[src/smlp_consts.svh]
// timing and configuration constants for one SMII port latency block
// assumes a single system clock; all figures in ns or line bit times
`ifndef SMLP_CONSTS_SVH
`define SMLP_CONSTS_SVH

// ************************************************************
// clock and line rate
// ************************************************************
`define SMLP_CLK_NS          50
`define SMLP_BT_NS_100       10
`define SMLP_BT_NS_10        100

// ************************************************************
// longest latencies, in line bit times
// ************************************************************
`define SMLP_CRS_ON_TX_BT    29
`define SMLP_CRS_ON_FX_BT    26
`define SMLP_CRS_OFF_TX_BT   30
`define SMLP_CRS_OFF_FX_BT   27
`define SMLP_TX_SSD_BT       18

// ************************************************************
// initial elasticity fill, in bits, per select code
// ************************************************************
`define SMLP_FILL_SEL_DEF    2'h0
`define SMLP_FILL_BITS_0     32
`define SMLP_FILL_BITS_1     48
`define SMLP_FILL_BITS_2     64
`define SMLP_FILL_BITS_3     80

// ************************************************************
// delay channel indices
// ************************************************************
`define SMLP_CH_CRS_ON       0
`define SMLP_CH_CRS_OFF      1
`define SMLP_CH_TX_SSD       2
`define SMLP_CH_TX_ESD       3
`define SMLP_NUM_CH          4

`endif

[src/smlp_pkg.sv]
// types shared by the SMII port latency block
// assumes smlp_consts.svh for all numeric figures
package smlp_pkg;

  // ************************************************************
  // types
  // ************************************************************
  typedef enum logic {
    SMLP_MEDIA_TX,
    SMLP_MEDIA_FX
  } smlp_media_t;

  typedef enum logic [1:0] {
    SMLP_CRS_IDLE,
    SMLP_CRS_ACTIVE
  } smlp_crs_state_t;

endpackage : smlp_pkg

[src/smlp_port.sv]
// latency sequencer for one PHY port on a serial MII link, 100 Mb modes
// assumes line-side delimiter strobes and transmit enable are synchronous
// to clk_sys, and that the MAC samples every receive segment
//
// Functional notes
// - carrier sense rises within 29 BT (TX) or 26 BT (FX) after /J/
// - carrier sense falls within 30 BT (TX) or 27 BT (FX) after /T/
// - TX mode: /J/ starts on line within 18 BT of sampled TxEN
// - latencies counted in line bit times: 10 ns at 100 Mb, 100 ns at 10
// - the limits hold with fill select 00, a 32-bit initial fill
`timescale 1ns/1ns
`default_nettype none
`include "smlp_consts.svh"

module smlp_port
  import smlp_pkg::*;
#(
  parameter int CNT_W = 8
) (
  input  wire logic       clk_sys,             // 20 MHz system clock
  input  wire logic       rst_n,               // async reset, active low
  input  wire logic       media_fx,            // 1: 100BASE-FX, 0: TX
  input  wire logic [1:0] initial_fill_select, // elasticity fill code
  input  wire logic       rx_ssd_det,          // /J/ received, pulse
  input  wire logic       rx_esd_det,          // /T/ received, pulse
  input  wire logic       tx_en,               // TxEN from serial tx
  output logic            crs,                 // carrier sense to MAC
  output logic            line_tx_ssd,         // start /J/ on line, pulse
  output logic            line_tx_esd,         // start /T/ on line, pulse
  output logic            line_tx_active,      // line transmit in frame
  output logic            fill_default,        // fill select is 00
  output logic [7:0]      fill_bits            // current initial fill
);

  // ************************************************************
  // latencies as cycle counts
  // ************************************************************
  // longest times round down, but never below one cycle
  function automatic int to_cyc(input int bt, input int bt_ns);
    int c;
    c = (bt * bt_ns) / `SMLP_CLK_NS;
    return (c < 1) ? 1 : c;
  endfunction : to_cyc

  localparam int CRS_ON_TX_CYC  =
    to_cyc(`SMLP_CRS_ON_TX_BT, `SMLP_BT_NS_100);
  localparam int CRS_ON_FX_CYC  =
    to_cyc(`SMLP_CRS_ON_FX_BT, `SMLP_BT_NS_100);
  localparam int CRS_OFF_TX_CYC =
    to_cyc(`SMLP_CRS_OFF_TX_BT, `SMLP_BT_NS_100);
  localparam int CRS_OFF_FX_CYC =
    to_cyc(`SMLP_CRS_OFF_FX_BT, `SMLP_BT_NS_100);
  localparam int TX_SSD_CYC     =
    to_cyc(`SMLP_TX_SSD_BT, `SMLP_BT_NS_100);

  // extra fill beyond the default adds whole cycles only, rounded down
  localparam int FILL_X1_CYC =
    ((`SMLP_FILL_BITS_1 - `SMLP_FILL_BITS_0) * `SMLP_BT_NS_100)
    / `SMLP_CLK_NS;
  localparam int FILL_X2_CYC =
    ((`SMLP_FILL_BITS_2 - `SMLP_FILL_BITS_0) * `SMLP_BT_NS_100)
    / `SMLP_CLK_NS;
  localparam int FILL_X3_CYC =
    ((`SMLP_FILL_BITS_3 - `SMLP_FILL_BITS_0) * `SMLP_BT_NS_100)
    / `SMLP_CLK_NS;

  // ************************************************************
  // declarations
  // ************************************************************
  smlp_media_t           media;
  smlp_crs_state_t       crs_state_q;
  logic [CNT_W-1:0]      fill_extra;
  logic [CNT_W-1:0]      crs_on_n;
  logic [CNT_W-1:0]      crs_off_n;
  logic [CNT_W-1:0]      ch_n     [`SMLP_NUM_CH];
  logic                  ch_start [`SMLP_NUM_CH];
  logic                  ch_fire  [`SMLP_NUM_CH];
  logic                  ch_busy  [`SMLP_NUM_CH];
  logic                  tx_en_q;
  logic                  tx_rise;
  logic                  tx_fall;
  logic                  tx_act_q;
  logic [7:0]            fill_bits_q;
  logic                  fill_def_q;

  assign media = media_fx ? SMLP_MEDIA_FX : SMLP_MEDIA_TX;

  // ************************************************************
  // elasticity fill
  // ************************************************************
  // the latency figures are only guaranteed at the default fill;
  // larger fills push every path out by the extra buffered bits
  always_comb begin
    case (initial_fill_select)
      2'h0:    fill_extra = '0;
      2'h1:    fill_extra = CNT_W'(FILL_X1_CYC);
      2'h2:    fill_extra = CNT_W'(FILL_X2_CYC);
      2'h3:    fill_extra = CNT_W'(FILL_X3_CYC);
      default: fill_extra = '0;
    endcase
  end

  always_ff @(posedge clk_sys or negedge rst_n) begin
    if (!rst_n) begin
      fill_bits_q <= 8'(`SMLP_FILL_BITS_0);
      fill_def_q  <= 1'b1;
    end else begin
      case (initial_fill_select)
        2'h0:    fill_bits_q <= 8'(`SMLP_FILL_BITS_0);
        2'h1:    fill_bits_q <= 8'(`SMLP_FILL_BITS_1);
        2'h2:    fill_bits_q <= 8'(`SMLP_FILL_BITS_2);
        2'h3:    fill_bits_q <= 8'(`SMLP_FILL_BITS_3);
        default: fill_bits_q <= 8'(`SMLP_FILL_BITS_0);
      endcase
      fill_def_q <= (initial_fill_select == `SMLP_FILL_SEL_DEF);
    end
  end

  // ************************************************************
  // per-media receive latencies
  // ************************************************************
  always_comb begin
    case (media)
      SMLP_MEDIA_FX: begin
        crs_on_n  = CNT_W'(CRS_ON_FX_CYC) + fill_extra;
        crs_off_n = CNT_W'(CRS_OFF_FX_CYC) + fill_extra;
      end
      SMLP_MEDIA_TX: begin
        crs_on_n  = CNT_W'(CRS_ON_TX_CYC) + fill_extra;
        crs_off_n = CNT_W'(CRS_OFF_TX_CYC) + fill_extra;
      end
      default: begin
        crs_on_n  = CNT_W'(CRS_ON_TX_CYC) + fill_extra;
        crs_off_n = CNT_W'(CRS_OFF_TX_CYC) + fill_extra;
      end
    endcase
  end

  // ************************************************************
  // transmit enable edges
  // ************************************************************
  always_ff @(posedge clk_sys or negedge rst_n) begin
    if (!rst_n) begin
      tx_en_q <= 1'b0;
    end else begin
      tx_en_q <= tx_en;
    end
  end

  assign tx_rise = tx_en && !tx_en_q;
  assign tx_fall = !tx_en && tx_en_q;

  // ************************************************************
  // delay channels
  // ************************************************************
  // FX transmit uses the TX figure too; it is the tighter of the two
  // carrier state flop adds the last cycle of each receive path
  assign ch_n[`SMLP_CH_CRS_ON]     = crs_on_n - CNT_W'(1);
  assign ch_n[`SMLP_CH_CRS_OFF]    = crs_off_n - CNT_W'(1);
  assign ch_n[`SMLP_CH_TX_SSD]     = CNT_W'(TX_SSD_CYC) + fill_extra;
  assign ch_n[`SMLP_CH_TX_ESD]     = CNT_W'(TX_SSD_CYC) + fill_extra;
  assign ch_start[`SMLP_CH_CRS_ON]  = rx_ssd_det;
  assign ch_start[`SMLP_CH_CRS_OFF] = rx_esd_det;
  assign ch_start[`SMLP_CH_TX_SSD]  = tx_rise;
  assign ch_start[`SMLP_CH_TX_ESD]  = tx_fall;

  for (genvar i = 0; i < `SMLP_NUM_CH; i++) begin : g_ch
    smlp_delay #(
      .CNT_W (CNT_W)
    ) u_delay (
      .clk_sys (clk_sys),
      .rst_n   (rst_n),
      .start   (ch_start[i]),
      .n       (ch_n[i]),
      .fire    (ch_fire[i]),
      .busy    (ch_busy[i])
    );
  end

  // ************************************************************
  // carrier sense
  // ************************************************************
  // a new /J/ maturing in the same cycle as the old /T/ keeps carrier
  always_ff @(posedge clk_sys or negedge rst_n) begin
    if (!rst_n) begin
      crs_state_q <= SMLP_CRS_IDLE;
    end else begin
      case (crs_state_q)
        SMLP_CRS_IDLE: begin
          if (ch_fire[`SMLP_CH_CRS_ON]) begin
            crs_state_q <= SMLP_CRS_ACTIVE;
          end
        end
        SMLP_CRS_ACTIVE: begin
          if (ch_fire[`SMLP_CH_CRS_OFF] && !ch_fire[`SMLP_CH_CRS_ON])
          begin
            crs_state_q <= SMLP_CRS_IDLE;
          end
        end
        default: crs_state_q <= SMLP_CRS_IDLE;
      endcase
    end
  end

  // held as a level every cycle so each receive segment carries it
  assign crs = (crs_state_q == SMLP_CRS_ACTIVE);

  // ************************************************************
  // line transmit
  // ************************************************************
  always_ff @(posedge clk_sys or negedge rst_n) begin
    if (!rst_n) begin
      tx_act_q <= 1'b0;
    end else if (ch_fire[`SMLP_CH_TX_SSD]) begin
      tx_act_q <= 1'b1;
    end else if (ch_fire[`SMLP_CH_TX_ESD]) begin
      tx_act_q <= 1'b0;
    end
  end

  assign line_tx_ssd    = ch_fire[`SMLP_CH_TX_SSD];
  assign line_tx_esd    = ch_fire[`SMLP_CH_TX_ESD];
  assign line_tx_active = tx_act_q;
  assign fill_default   = fill_def_q;
  assign fill_bits      = fill_bits_q;

endmodule : smlp_port

`default_nettype wire

[src/smlp_delay.sv]
// one programmable pulse delay: fire rises n cycles after start
// assumes start is a one-cycle pulse synchronous to clk_sys; n >= 1
`timescale 1ns/1ns
`default_nettype none

module smlp_delay #(
  parameter int CNT_W = 8
) (
  input  wire logic             clk_sys, // system clock
  input  wire logic             rst_n,   // async reset, active low
  input  wire logic             start,   // begin a delay
  input  wire logic [CNT_W-1:0] n,       // delay in cycles
  output logic                  fire,    // one-cycle pulse, registered
  output logic                  busy     // delay in progress
);

  logic [CNT_W-1:0] cnt_q;
  logic             fire_q;
  logic             busy_q;

  // ************************************************************
  // countdown; a new start restarts the count
  // ************************************************************
  always_ff @(posedge clk_sys or negedge rst_n) begin
    if (!rst_n) begin
      cnt_q  <= '0;
      busy_q <= 1'b0;
    end else if (start) begin
      cnt_q  <= n - CNT_W'(1);
      busy_q <= (n > CNT_W'(1));
    end else if (busy_q) begin
      cnt_q  <= cnt_q - CNT_W'(1);
      busy_q <= (cnt_q > CNT_W'(1));
    end
  end

  always_ff @(posedge clk_sys or negedge rst_n) begin
    if (!rst_n) begin
      fire_q <= 1'b0;
    end else begin
      fire_q <= (start && n <= CNT_W'(1)) ||
                (!start && busy_q && cnt_q == CNT_W'(1));
    end
  end

  assign fire = fire_q;
  assign busy = busy_q;

endmodule : smlp_delay

`default_nettype wire

[config.mk]
export PLATFORM = sky130hd
export DESIGN_NAME = smlp_port
export DESIGN_NICKNAME = d
export VERILOG_FILES = /design/src/smlp_pkg.sv /design/src/smlp_port.sv /design/src/smlp_delay.sv
export VERILOG_INCLUDE_DIRS = /design/src
export SDC_FILE = /design/constraint.sdc
export NUM_CORES = 1
export LEC_CHECK = 0
export BUFFER_PORTS_ARGS = -buffer_cell sky130_fd_sc_hd__buf_2
export CELL_PAD_IN_SITES_DETAIL_PLACEMENT = 1
export CELL_PAD_IN_SITES_GLOBAL_PLACEMENT = 2
export CORE_MARGIN = 10
export CORE_UTILIZATION = 41
export CTS_CLUSTER_SIZE = 14
export DETAILED_ROUTE_END_ITERATION = 8
export PLACE_DENSITY_LB_ADDON = 0.1
export SETUP_SLACK_MARGIN = 0.15
export SLEW_MARGIN = 20
export SYNTH_ARGS = -nofsm -noshare
export SYNTH_HDL_FRONTEND = slang
export SYNTH_SLANG_ARGS = --single-unit
[constraint.sdc]
create_clock -name clk_sys -period 4.1 [get_ports clk_sys]
set_input_delay 0.41 -clock clk_sys [delete_from_list [all_inputs] [get_ports clk_sys]]
set_output_delay 0.41 -clock clk_sys [all_outputs]
set_load 0.01 [all_outputs]
Word-level counts from Yosys, hierarchy flattened
Index checks and enable logic that the tools add are counted.
- register bits: 53
- input port bits: 8
- output and inout bits: 13
- word-level logic and storage cells: 109
- $add $sub $neg: 12
- magnitude comparators: 10
- equality and inequality tests: 10
- mux-type cells: 25
- bitwise operators: 1
- reductions and logical operators: 34
- operators by type and width (operator ; number):
    $sub 8x1->8 const B ; 9
    $mux 8 ; 8
    $pmux 8 s4 ; 2
    $gt 8x1->1 const B ; 7
    $eq 8x1->1 const B ; 4
    $le 8x1->1 const B ; 3
    $add 3x8->8 const A ; 2
    $pmux 8 s2 ; 1
    $logic_and 1x1->1 ; 15
    $mux 1 ; 11
    $reduce_bool 2->1 ; 5
    $add 2x8->8 const A ; 1
    $logic_not 1->1 ; 7
    $eq 2x1->1 const B ; 2
    $eq 2x2->1 const B ; 2
    $logic_not 2->1 ; 2
    $logic_or 1x1->1 ; 4
    $mux 2 ; 2
    $ne 2x1->1 const B ; 2
    $pmux 2 s2 ; 1
    $reduce_and 2->1 ; 1
    $not 1->1 ; 1

Logic depth before layout (Yosys ltp)
Gate-level depths: netlist of the first run.
- depth after elaboration: 8
- gate-level depth with buffers: 11
- depth with buffers taken out: 10

By module
Synthesis of the first run repeated with hierarchy kept, for this count alone.
- cell total of the unflattened synthesis: 366
- area, all modules: 3458.3 um2
- by module, submodules not included (module ; times used ; cells an instance ; area each (um2) ; seq. area each (um2)):
    smlp_delay ; 4 ; 72 ; 694.4 ; 250.2
    smlp_port ; 1 ; 78 ; 680.7 ; 177.7

Worst setup path before layout of the first run
OpenSTA, ideal clock, no wires.
- kind: in2reg
- from: input port initial_fill_select[0]
- to: register g_ch[1].u_delay.fire_q
- library setup time: 120 ps
- arrival time: 2560 ps
- required time: 3980 ps
- setup slack: 1420 ps
- cell stages on the path: 11
- path buffers: 1
- cells stage by stage: inv_1 ha_1 clkbuf_1 inv_1 o21ai_0 inv_1 ha_1 and2_1 a221oi_1 a2111oi_4 a41o_1
- cells in the longest elaborated chain, start to end: 8
- elaborated cells on any way between the ends: 12
- classes of those cells: add/sub (3); order compare (1); eq/ne (3); mux (2); reduce/logical (3)
- RTL lines (what ; line ; source):
    from (decl) ; smlp_port.sv:23 ; input wire logic [1:0] initial_fill_select,
    $eq 2x2->1 (tied with other cells) ; smlp_port.sv:94 ; case (initial_fill_select)
    $pmux 8 s4 * ; smlp_port.sv:94 ;
    $add 3x8->8 ; - ;
    $pmux 8 s2 * ; smlp_port.sv:123 ; case (media)
    $sub 8x1->8 * ; smlp_port.sv:159 ; assign ch_n[`SMLP_CH_CRS_OFF] = crs_off_n - CNT_W'(1);
    $le 8x1->1 * ; smlp_delay.sv:41 ; fire_q <= (start && n <= CNT_W'(1)) ||
    $logic_and 1x1->1 * ; smlp_delay.sv:41 ;
    $logic_or 1x1->1 * ; smlp_delay.sv:41 ;
    to (signal assigned) ; smlp_delay.sv:41 ;
    to (decl) ; smlp_delay.sv:18 ; logic fire_q;
Every way passes the cells marked *; elsewhere a longest branch is shown, timed or not. The select of a mux whose other input is x is not followed.
A chain may end at the register's enable or synchronous reset.

Final worst setup path of the first run
Same ends and word-level chain as after synthesis.

==> impl_metrics.env, run 1 <==
export IMPL_post_cts_buffers=0
export IMPL_yosys_cell_types_count=53
export IMPL_slew_headroom_pct=51.39
export IMPL_powerDensity_mw_per_mm2=471.8
export IMPL_routabilityCongestion=0.7841
export IMPL_synthCells=339
export IMPL_yosysTopAreaCellShare_pct=37.38
export IMPL_tns_ns=0
export IMPL_synth_top_area_cell="dfrtp_1"
export IMPL_placedCellCount=441
export IMPL_fin_ws_ns=1.294
export IMPL_wl_per_cell_um=15.60
export IMPL_cp_required_ns=4.30
export IMPL_crit_slowest_cell="ha_1"
export IMPL_syn_area_mm2=0.003013
export IMPL_ys_top_cells_by_count="dfrtp_1, nand2_1, nor2_1"
export IMPL_synth_seq_area_share_pct=39.12
export IMPL_r2r_slack_ns=2.33
export IMPL_clkLatencyLatePin_ns=0.31
export IMPL_rsz0062_at_grt="no"
export IMPL_clk_pin_slew_ns=0.10
export IMPL_synth_area_top_cells="dfrtp_1, ha_1, xnor2_1, nand2_1, xor2_1"
export IMPL_detailed_place_hpwl_um=5252
export IMPL_worstReg2RegStart="g_ch[1].u_delay.cnt_q[0]$_DFFE_PN0P_"
export IMPL_antenna_found_initial=0
export IMPL_finClkSkew_ns=0.009111
export IMPL_grt_max_degree=48
export IMPL_final_antenna_net_count=0
export IMPL_drive_above_1_share_pct=8.857
export IMPL_yosysMostFrequentCell="dfrtp_1"
export IMPL_drc=0
export IMPL_cpMostUsedCell="inv_1"
export IMPL_syn_area_per_cell_um2=8.888
export IMPL_start_util_pct=41.76
export IMPL_synth_edf_count=0
export IMPL_max_vdd_ir_drop_mv=0.1735
export IMPL_numCtsBuffers=5
export IMPL_coreArea_mm2=0.007214
export IMPL_timing_fmax_ghz=0.3564
export IMPL_ff2ff_path_depth=5
export IMPL_area_growth_pct=7.932
export IMPL_grt_ovfl_total=0
export IMPL_crit_start="initial_fill_select[0]"
export IMPL_drt_iter0_markers=65
export IMPL_portBuffers=15
export IMPL_setup_viol=0
export IMPL_hold_ws_ns=0.1793
export IMPL_die_y_um=105.7
export IMPL_cp_arrival_ns=3.01
export IMPL_viasPerCell=5.218
export IMPL_ys_ff_latch=47
export IMPL_cp_start_kind="input port"
export IMPL_leakage_nw=1.475
export IMPL_finalWirelength_um=7005
export IMPL_std_cell_rows=31
export IMPL_nets=379
export IMPL_power_mw=1.534
export IMPL_dr_pass1_iters=4
export IMPL_clkSinkCount=47
export IMPL_path_max_fanout=15
export IMPL_io_pins=21
export IMPL_grt_first_pass_wirelength_um=12300
export IMPL_slew_violations=0
export IMPL_ys_flop_type="dfrtp_1"
export IMPL_crit_buf_inv=4
export IMPL_insertedDiodeCount=0
export IMPL_drv_cap=0
export IMPL_route_vias_total=2343
export IMPL_ctsResizeCount=0
export IMPL_clockBufferDepth=2
export IMPL_final_hold_viol_count=0
export IMPL_min_period_ns=2.806
export IMPL_tightest_slew_ns=0.7190
export IMPL_cp_end_kind="flip-flop"
export IMPL_final_cells=449
export IMPL_cts_root_buf="clkbuf_8"
export IMPL_cp_num_cells=11
export IMPL_crit_family="compound AO/OA/AOI/OAI gates"
export IMPL_htree_levels=2
export IMPL_async_flop_share_pct=100.0
export IMPL_crit_end="g_ch[1].u_delay.fire$_DFF_PN0_"
export IMPL_path_cells="buf_2 > inv_1 > ha_1 > inv_1 > o21ai_0 > inv_1 > ha_1 > and2_1 > a221oi_1 > a2111oi_4 > a41o_1"
export IMPL_tritoncts="built"
export IMPL_post_route_period_util_pct=68.44
export IMPL_fp_dieW_um=105.7
export IMPL_status="complete, no violations"
export IMPL_postCtsHoldBufs=0
export IMPL_dp_slack_ns=0.9626
export IMPL_min_path_type="in -> async"
export IMPL_die_area_mm2=0.01118
export IMPL_slowest_delay_ns=0.60
export IMPL_worst_setup_path_type="in -> reg"
export IMPL_r2r_end="g_ch[1].u_delay.cnt_q[5]$_DFFE_PN0P_"
export IMPL_grt_pass1_vias=2487
export IMPL_track_usage_pct=13.16
export IMPL_ys_warnings_count=0
placed cells by master (no fill, tap or decap), drive strengths merged, types with 2 or more instances in the layout:
master and count:
o22ai 3, clkbuf 5, xor2 15, nor4b 3, nand3 7, nand2 39, o21bai 2, nor4 5
a21o 3, xnor2 17, o211ai 2, and2 2, nand2b 4, nor3 9, or3 2, or4 2
conb 6, nor2 34, a21oi 15, dfrtp 45, o21ai 28, ha 22, dfstp 2, nand4b 3
nor2b 4, or3b 2, inv 22, a31oi 5, buf 16, mux2i 3, o22a 3
per-stage QoR:
step,utilization [%],cell area [um^2]
CTS,45.07,3252
detailed placement,43.48,3137
floorplan,-,3032
global placement,43.48,3137
finish,45.07,3252
global route,45.07,3252
metal layers:
layer	wire, um	share of wire (%)	vias up	track usage (%)
met3	172	2.5	6	2.497
met4	74	1.1	0	3.675
li1	-	-	1169	-
met2	3380	48	14	22.35
met5	0	0	-	0
met1	3378	48	1154	16.60
registers in the layout, summed over array words and instances, names as in the netlist:
signal and cells:
crs_state_q 1, line_tx_active 1, g_ch.u_delay.busy 4, g_ch.u_delay.fire 4, g_ch.u_delay.cnt_q 32, fill_bits 3, fill_default 1, tx_en_q 1
worst reg2reg max path: cells and delay by family (launching register included):
family	cells	cell delay, ns
compound gates	1	0.18
simple gates	3	0.90
flops	1	0.43
xor+xnor	1	0.16
power breakdown:
| part | switching [mW] | leakage (nW) | internal [mW] |
|---|---|---|---|
| clock | 0.175 | 0.0548 | 0.184 |
| sequential | 0.121 | 0.580 | 0.582 |
| combinational | 0.260 | 0.841 | 0.213 |
worst min path at each step:
stage | startpoint | end | slack (ns) | depth (start not counted)
after global routing | tx_en | tx_en_q$_DFF_PN0_ | 0.24 | 1
after CTS | rst_n | line_tx_active$_DFFE_PN0P_ | 0.22 | 2
after global placement | g_ch[0].u_delay.fire$_DFF_PN0_ | crs_state_q[0]$_DFFE_PN0P_ | 0.43 | 1
final | rst_n | line_tx_active$_DFFE_PN0P_ | 0.18 | 2
after floorplan | rst_n | crs_state_q[0]$_DFFE_PN0P_ | 0.11 | 0
after detailed placement | g_ch[0].u_delay.fire$_DFF_PN0_ | crs_state_q[0]$_DFFE_PN0P_ | 0.43 | 1
kinds of logic (layout without fill, tap and decap cells):
| family | Yosys count | count (layout) | share of synthesized area (%) |
|---|---|---|---|
| flip-flops | 47 | 47 | 39.12 |
| AO/OA/AOI/OAI | 73 | 73 | 15.53 |
| other | 1 | 6 | 0.1245 |
| AND/OR/NAND/NOR | 121 | 121 | 19.44 |
| XOR/XNOR | 32 | 32 | 9.302 |
| buffers and inverters | 39 | 45 | 5.980 |
| multiplexers | 4 | 4 | 1.370 |
| adder cells (fa/ha/maj) | 22 | 22 | 9.136 |
cell type report:
type	instances	area [um^2]
repair buffers	16	82.58
well taps	99	123.9
multi-input cells	258	1673
clock buffers	5	68.82
fillers	878	3963
inverters	21	78.83
flip-flops and latches	47	1179
clock inverters	3	46.29
Power figures use the tool's default switching activity.
==> run 2, diff against run 1 <==
CORE_UTILIZATION = 38   (was 41)
clock period = 2.89 ns   (was 4.1 ns; I/O delays follow)
==> impl_metrics.env, run 2 (synthesized netlist as in run 1, its figures left out) <==
export IMPL_detailed_place_hpwl_um=5491
export IMPL_rsz0062_at_grt="no"
export IMPL_grt_max_degree=47
export IMPL_dr_pass1_iters=4
export IMPL_final_hold_viol_count=5
export IMPL_insertedDiodeCount=0
export IMPL_start_util_pct=38.99
export IMPL_path_cells="buf_2 > inv_1 > ha_1 > or3b_4 > o21ai_0 > inv_1 > ha_1 > and2_1 > a221oi_1 > a2111oi_4 > a41o_1"
export IMPL_finClkSkew_ns=0.007845
export IMPL_htree_levels=2
export IMPL_worst_setup_path_type="in -> reg"
export IMPL_grt_ovfl_total=0
export IMPL_hold_ws_ns=-0.006303
export IMPL_postCtsHoldBufs=0
export IMPL_slew_headroom_pct=55.78
export IMPL_min_period_ns=2.523
export IMPL_crit_slowest_cell="a221oi_1"
export IMPL_path_max_fanout=10
export IMPL_cp_num_cells=11
export IMPL_slowest_delay_ns=0.45
export IMPL_portBuffers=15
export IMPL_clk_pin_slew_ns=0.09
export IMPL_clkLatencyLatePin_ns=0.30
export IMPL_drive_above_1_share_pct=9.091
export IMPL_nets=381
export IMPL_viasPerCell=5.214
export IMPL_std_cell_rows=32
export IMPL_max_vdd_ir_drop_mv=0.2292
export IMPL_drc=0
export IMPL_cp_arrival_ns=2.72
export IMPL_clockBufferDepth=2
export IMPL_final_cell_mix="dfrtp_1, nand2_1, nor2_1"
export IMPL_status="complete, but fails checks"
export IMPL_antenna_found_initial=0
export IMPL_clkSinkCount=47
export IMPL_post_cts_buffers=0
export IMPL_tightest_slew_ns=0.6541
export IMPL_layout_commonest_cell="dfrtp_1"
export IMPL_wl_per_cell_um=15.91
export IMPL_min_path_type="in -> async"
export IMPL_timing_fmax_ghz=0.3963
export IMPL_tns_ns=0
export IMPL_finalWirelength_um=7225
export IMPL_track_usage_pct=12.90
export IMPL_grt_pass1_vias=2481
export IMPL_crit_family="compound AO/OA/AOI/OAI gates"
export IMPL_setup_viol=0
export IMPL_worstReg2RegStart="g_ch[3].u_delay.cnt_q[4]$_DFFE_PN0P_"
export IMPL_ctsResizeCount=0
export IMPL_coreArea_mm2=0.007727
export IMPL_violations="negative hold slack"
export IMPL_cp_start_kind="input port"
export IMPL_area_growth_pct=7.766
export IMPL_drv_cap=0
export IMPL_drt_iter0_markers=64
export IMPL_routabilityCongestion=0.8041
export IMPL_slew_violations=0
export IMPL_tritoncts="built"
export IMPL_die_area_mm2=0.01189
export IMPL_fin_util_pct=42.02
export IMPL_cp_end_kind="flip-flop"
export IMPL_top_register="g_ch.u_delay.cnt_q"
export IMPL_leakage_nw=1.473
export IMPL_crit_buf_inv=3
export IMPL_fp_dieW_um=109.0
export IMPL_crit_start="initial_fill_select[0]"
export IMPL_cts_root_buf="clkbuf_8"
export IMPL_post_route_period_util_pct=87.30
export IMPL_route_vias_total=2367
export IMPL_powerDensity_mw_per_mm2=643.8
export IMPL_die_y_um=109.0
export IMPL_largest_register_ffs=32
export IMPL_numCtsBuffers=5
export IMPL_ff2ff_path_depth=4
export IMPL_io_pins=21
export IMPL_grt_first_pass_wirelength_um=12340
export IMPL_final_antenna_net_count=0
export IMPL_cp_required_ns=3.08
run 2: layer usage:
layer / track usage (%) / vias to the layer above / wire (um)
li1: - / 1178 / -
met1: 16.78 / 1160 / 3560
met2: 21.12 / 24 / 3356
met3: 2.301 / 5 / 216
met4: 4.237 / 0 / 91
met5: 0 / - / 0
run 2: cell type report:
| class | count | area (um^2) |
|---|---|---|
| fillers | 937 | 4481 |
| well taps | 102 | 127.6 |
| inverters | 21 | 78.83 |
| multi-input cells | 258 | 1673 |
| clock inverters | 2 | 16.27 |
| clock buffers | 6 | 72.57 |
| repair buffers | 18 | 100.1 |
| flip-flops and latches | 47 | 1179 |
run 2: final timing paths:
| check | slack [ns] | endpoint |
|---|---|---|
| setup / recovery | 0.37 | g_ch[1].u_delay.fire$_DFF_PN0_ |
| setup reg to reg | 1.13 | g_ch[3].u_delay.busy$_DFF_PN0_ |
| hold reg to reg | 0.44 | crs_state_q[0]$_DFFE_PN0P_ |
| hold / removal | -0.006 | line_tx_active$_DFFE_PN0P_ |
| min in group clk_sys | 0.15 | tx_en_q$_DFF_PN0_ |
| max in group asynchronous | 2.31 | fill_bits[5]$_DFF_PN1_ |
run 2: report_power, final:
part | switching, mW | internal [mW]
Clock | 0.238 | 0.174
Combinational | 0.377 | 0.307
Sequential | 0.170 | 0.825
run 2: through the flow:
stage / hold WS (ns) / area (um^2) / setup slack (ns) / cells / total power [mW]
floorplan: -0.006591 / 3032 / 0.3308 / 344 / 1.503
detailed placement: 0.4239 / 3156 / 0.02442 / 446 / 1.704
global route: 0.02434 / 3247 / 0.2392 / 454 / 2.290
global placement: 0.4189 / 3156 / 0.1802 / 446 / 1.681
CTS: 0.1358 / 3244 / 0.3584 / 454 / 2.139
finish: -0.006303 / 3247 / 0.3670 / 454 / 2.090
==> run 3, diff against run 2 <==
CELL_PAD_IN_SITES_DETAIL_PLACEMENT = default   (was 1)
CELL_PAD_IN_SITES_GLOBAL_PLACEMENT = default   (was 2)
CORE_UTILIZATION = 50   (was 38)
MAX_ROUTING_LAYER = met4   (was default)
PLACE_DENSITY = 0.68   (was default)
PLACE_DENSITY_LB_ADDON = default   (was 0.1)
==> impl_metrics.env, run 3 (synthesized netlist as in run 1, its figures left out) <==
export IMPL_slew_headroom_pct=55.81
export IMPL_finClkSkew_ns=0.007558
export IMPL_powerDensity_mw_per_mm2=662.3
export IMPL_tritoncts="built"
export IMPL_drv_cap=0
export IMPL_tightest_slew_ns=0.6536
export IMPL_dr_pass1_iters=4
export IMPL_io_pins=21
export IMPL_detailed_place_hpwl_um=4307
export IMPL_portBuffers=15
export IMPL_final_cell_mix="dfrtp_1, nand2_1, nor2_1"
export IMPL_worstReg2RegStart="g_ch[3].u_delay.cnt_q[4]$_DFFE_PN0P_"
export IMPL_status="complete, but fails checks"
export IMPL_hold_ws_ns=-0.01852
export IMPL_cp_end_kind="flip-flop"
export IMPL_rsz0062_at_grt="no"
export IMPL_dp_slack_ns=0.09339
export IMPL_slew_violations=0
export IMPL_final_antenna_net_count=0
export IMPL_fin_ws_ns=0.4298
export IMPL_layout_commonest_cell="dfrtp_1"
export IMPL_crit_start="initial_fill_select[0]"
export IMPL_ctsResizeCount=0
export IMPL_finalWirelength_um=5847
export IMPL_wl_per_cell_um=13.69
export IMPL_max_vdd_ir_drop_mv=0.2956
export IMPL_setup_viol=0
export IMPL_std_cell_rows=28
export IMPL_timing_fmax_ghz=0.4065
export IMPL_post_cts_buffers=0
export IMPL_clkLatencyLatePin_ns=0.30
export IMPL_worst_setup_path_type="in -> reg"
export IMPL_start_util_pct=51.19
export IMPL_leakage_nw=1.487
export IMPL_min_period_ns=2.460
export IMPL_cp_arrival_ns=2.65
export IMPL_coreArea_mm2=0.005886
export IMPL_cp_required_ns=3.08
export IMPL_path_max_fanout=10
export IMPL_die_area_mm2=0.009531
export IMPL_area_growth_pct=7.517
export IMPL_die_y_um=97.63
export IMPL_cp_start_kind="input port"
export IMPL_clockBufferDepth=2
export IMPL_final_cells=427
export IMPL_grt_ovfl_total=0
export IMPL_drc=0
export IMPL_postCtsHoldBufs=0
export IMPL_drt_iter0_markers=110
export IMPL_insertedDiodeCount=0
export IMPL_final_hold_viol_count=28
export IMPL_min_path_type="in -> async"
export IMPL_tns_ns=0
export IMPL_grt_first_pass_wirelength_um=9860
export IMPL_nFillCells=568
export IMPL_viasPerCell=5.433
export IMPL_top_register="g_ch.u_delay.cnt_q"
export IMPL_drive_above_1_share_pct=9.375
export IMPL_placedCellCount=419
export IMPL_path_cells="buf_2 > inv_1 > ha_1 > or3b_4 > o21ai_0 > inv_1 > ha_1 > and2_1 > a221oi_1 > a2111oi_4 > a41o_1"
export IMPL_violations="negative hold slack"
export IMPL_clkSinkCount=47
export IMPL_clk_pin_slew_ns=0.09
export IMPL_nets=381
export IMPL_post_route_period_util_pct=85.13
export IMPL_fp_dieW_um=97.63
export IMPL_crit_slowest_cell="a221oi_1"
export IMPL_slowest_delay_ns=0.42
export IMPL_grt_max_degree=48
export IMPL_track_usage_pct=12.54
export IMPL_cts_root_buf="clkbuf_8"
export IMPL_htree_levels=2
export IMPL_route_vias_total=2320
export IMPL_antenna_found_initial=0
export IMPL_numCtsBuffers=5
export IMPL_routabilityCongestion=0.8756
export IMPL_largest_register_ffs=32
export IMPL_power_mw=2.145
export IMPL_grt_pass1_vias=2162
[run 3: cell count changes in the layout (fill, tap and decap cells not counted), sizes merged]
cell | previous run | this run
clkbuf | 6 | 5
bufinv | 0 | 1
[run 3: path summary, 6_finish.rpt]
path	endpoint	depth (start not counted)	slack [ns]
worst min register to register	crs_state_q[0]$_DFFE_PN0P_	1	0.44
worst max register to register	g_ch[3].u_delay.busy$_DFF_PN0_	4	1.13
min in group clk_sys	tx_en_q$_DFF_PN0_	1	0.13
worst min-delay path	g_ch[3].u_delay.cnt_q[2]$_DFFE_PN0P_	1	-0.02
max in group asynchronous	g_ch[0].u_delay.fire$_DFF_PN0_	1	2.50
worst max-delay path	g_ch[1].u_delay.fire$_DFF_PN0_	11	0.43
[run 3: area by class of cell]
type | instances | area, um^2 | area share (%)
Clock inverter | 3 | 46.29 | 1.429
Timing Repair Buffer | 18 | 100.1 | 3.090
Multi-Input combinational cell | 258 | 1673 | 51.64
Clock buffer | 5 | 68.82 | 2.124
Sequential cell | 47 | 1179 | 36.38
Inverter | 21 | 78.83 | 2.433
Tap cell | 75 | 93.84 | 2.897
[run 3: power breakdown]
group | switching, mW | internal (mW)
clock network | 0.233 | 0.261
registers | 0.165 | 0.825
logic | 0.356 | 0.304
total | 0.755 | 1.39
[run 3: routing by layer]
layer | part of all wire (%) | GRT usage, % | wire, um | vias up
met3 | 3.3 | 2.845 | 192 | 6
met5 | 0 | - | 0 | -
met4 | 1.2 | 3.691 | 73 | 0
met1 | 46 | 15.04 | 2679 | 1100
li1 | - | - | - | 1182
met2 | 50 | 20.49 | 2902 | 32
[run 3: stage by stage]
step	area (um^2)	hold WS (ns)	util, %
final	3239	-0.01852	55.04
after global routing	3239	0.02785	55.04
after CTS	3237	0.1264	55.00
after detailed placement	3122	0.4254	53.04
after global placement	3122	0.4069	53.04
after floorplan	3032	-0.006591	-
[run 3: worst max-delay path, delay by kind of cell]
family	cells	cell delay [ns]
fa+ha+maj	2	0.45
buf+inv	3	0.43
simple gates	2	0.56
compound gates	4	0.93
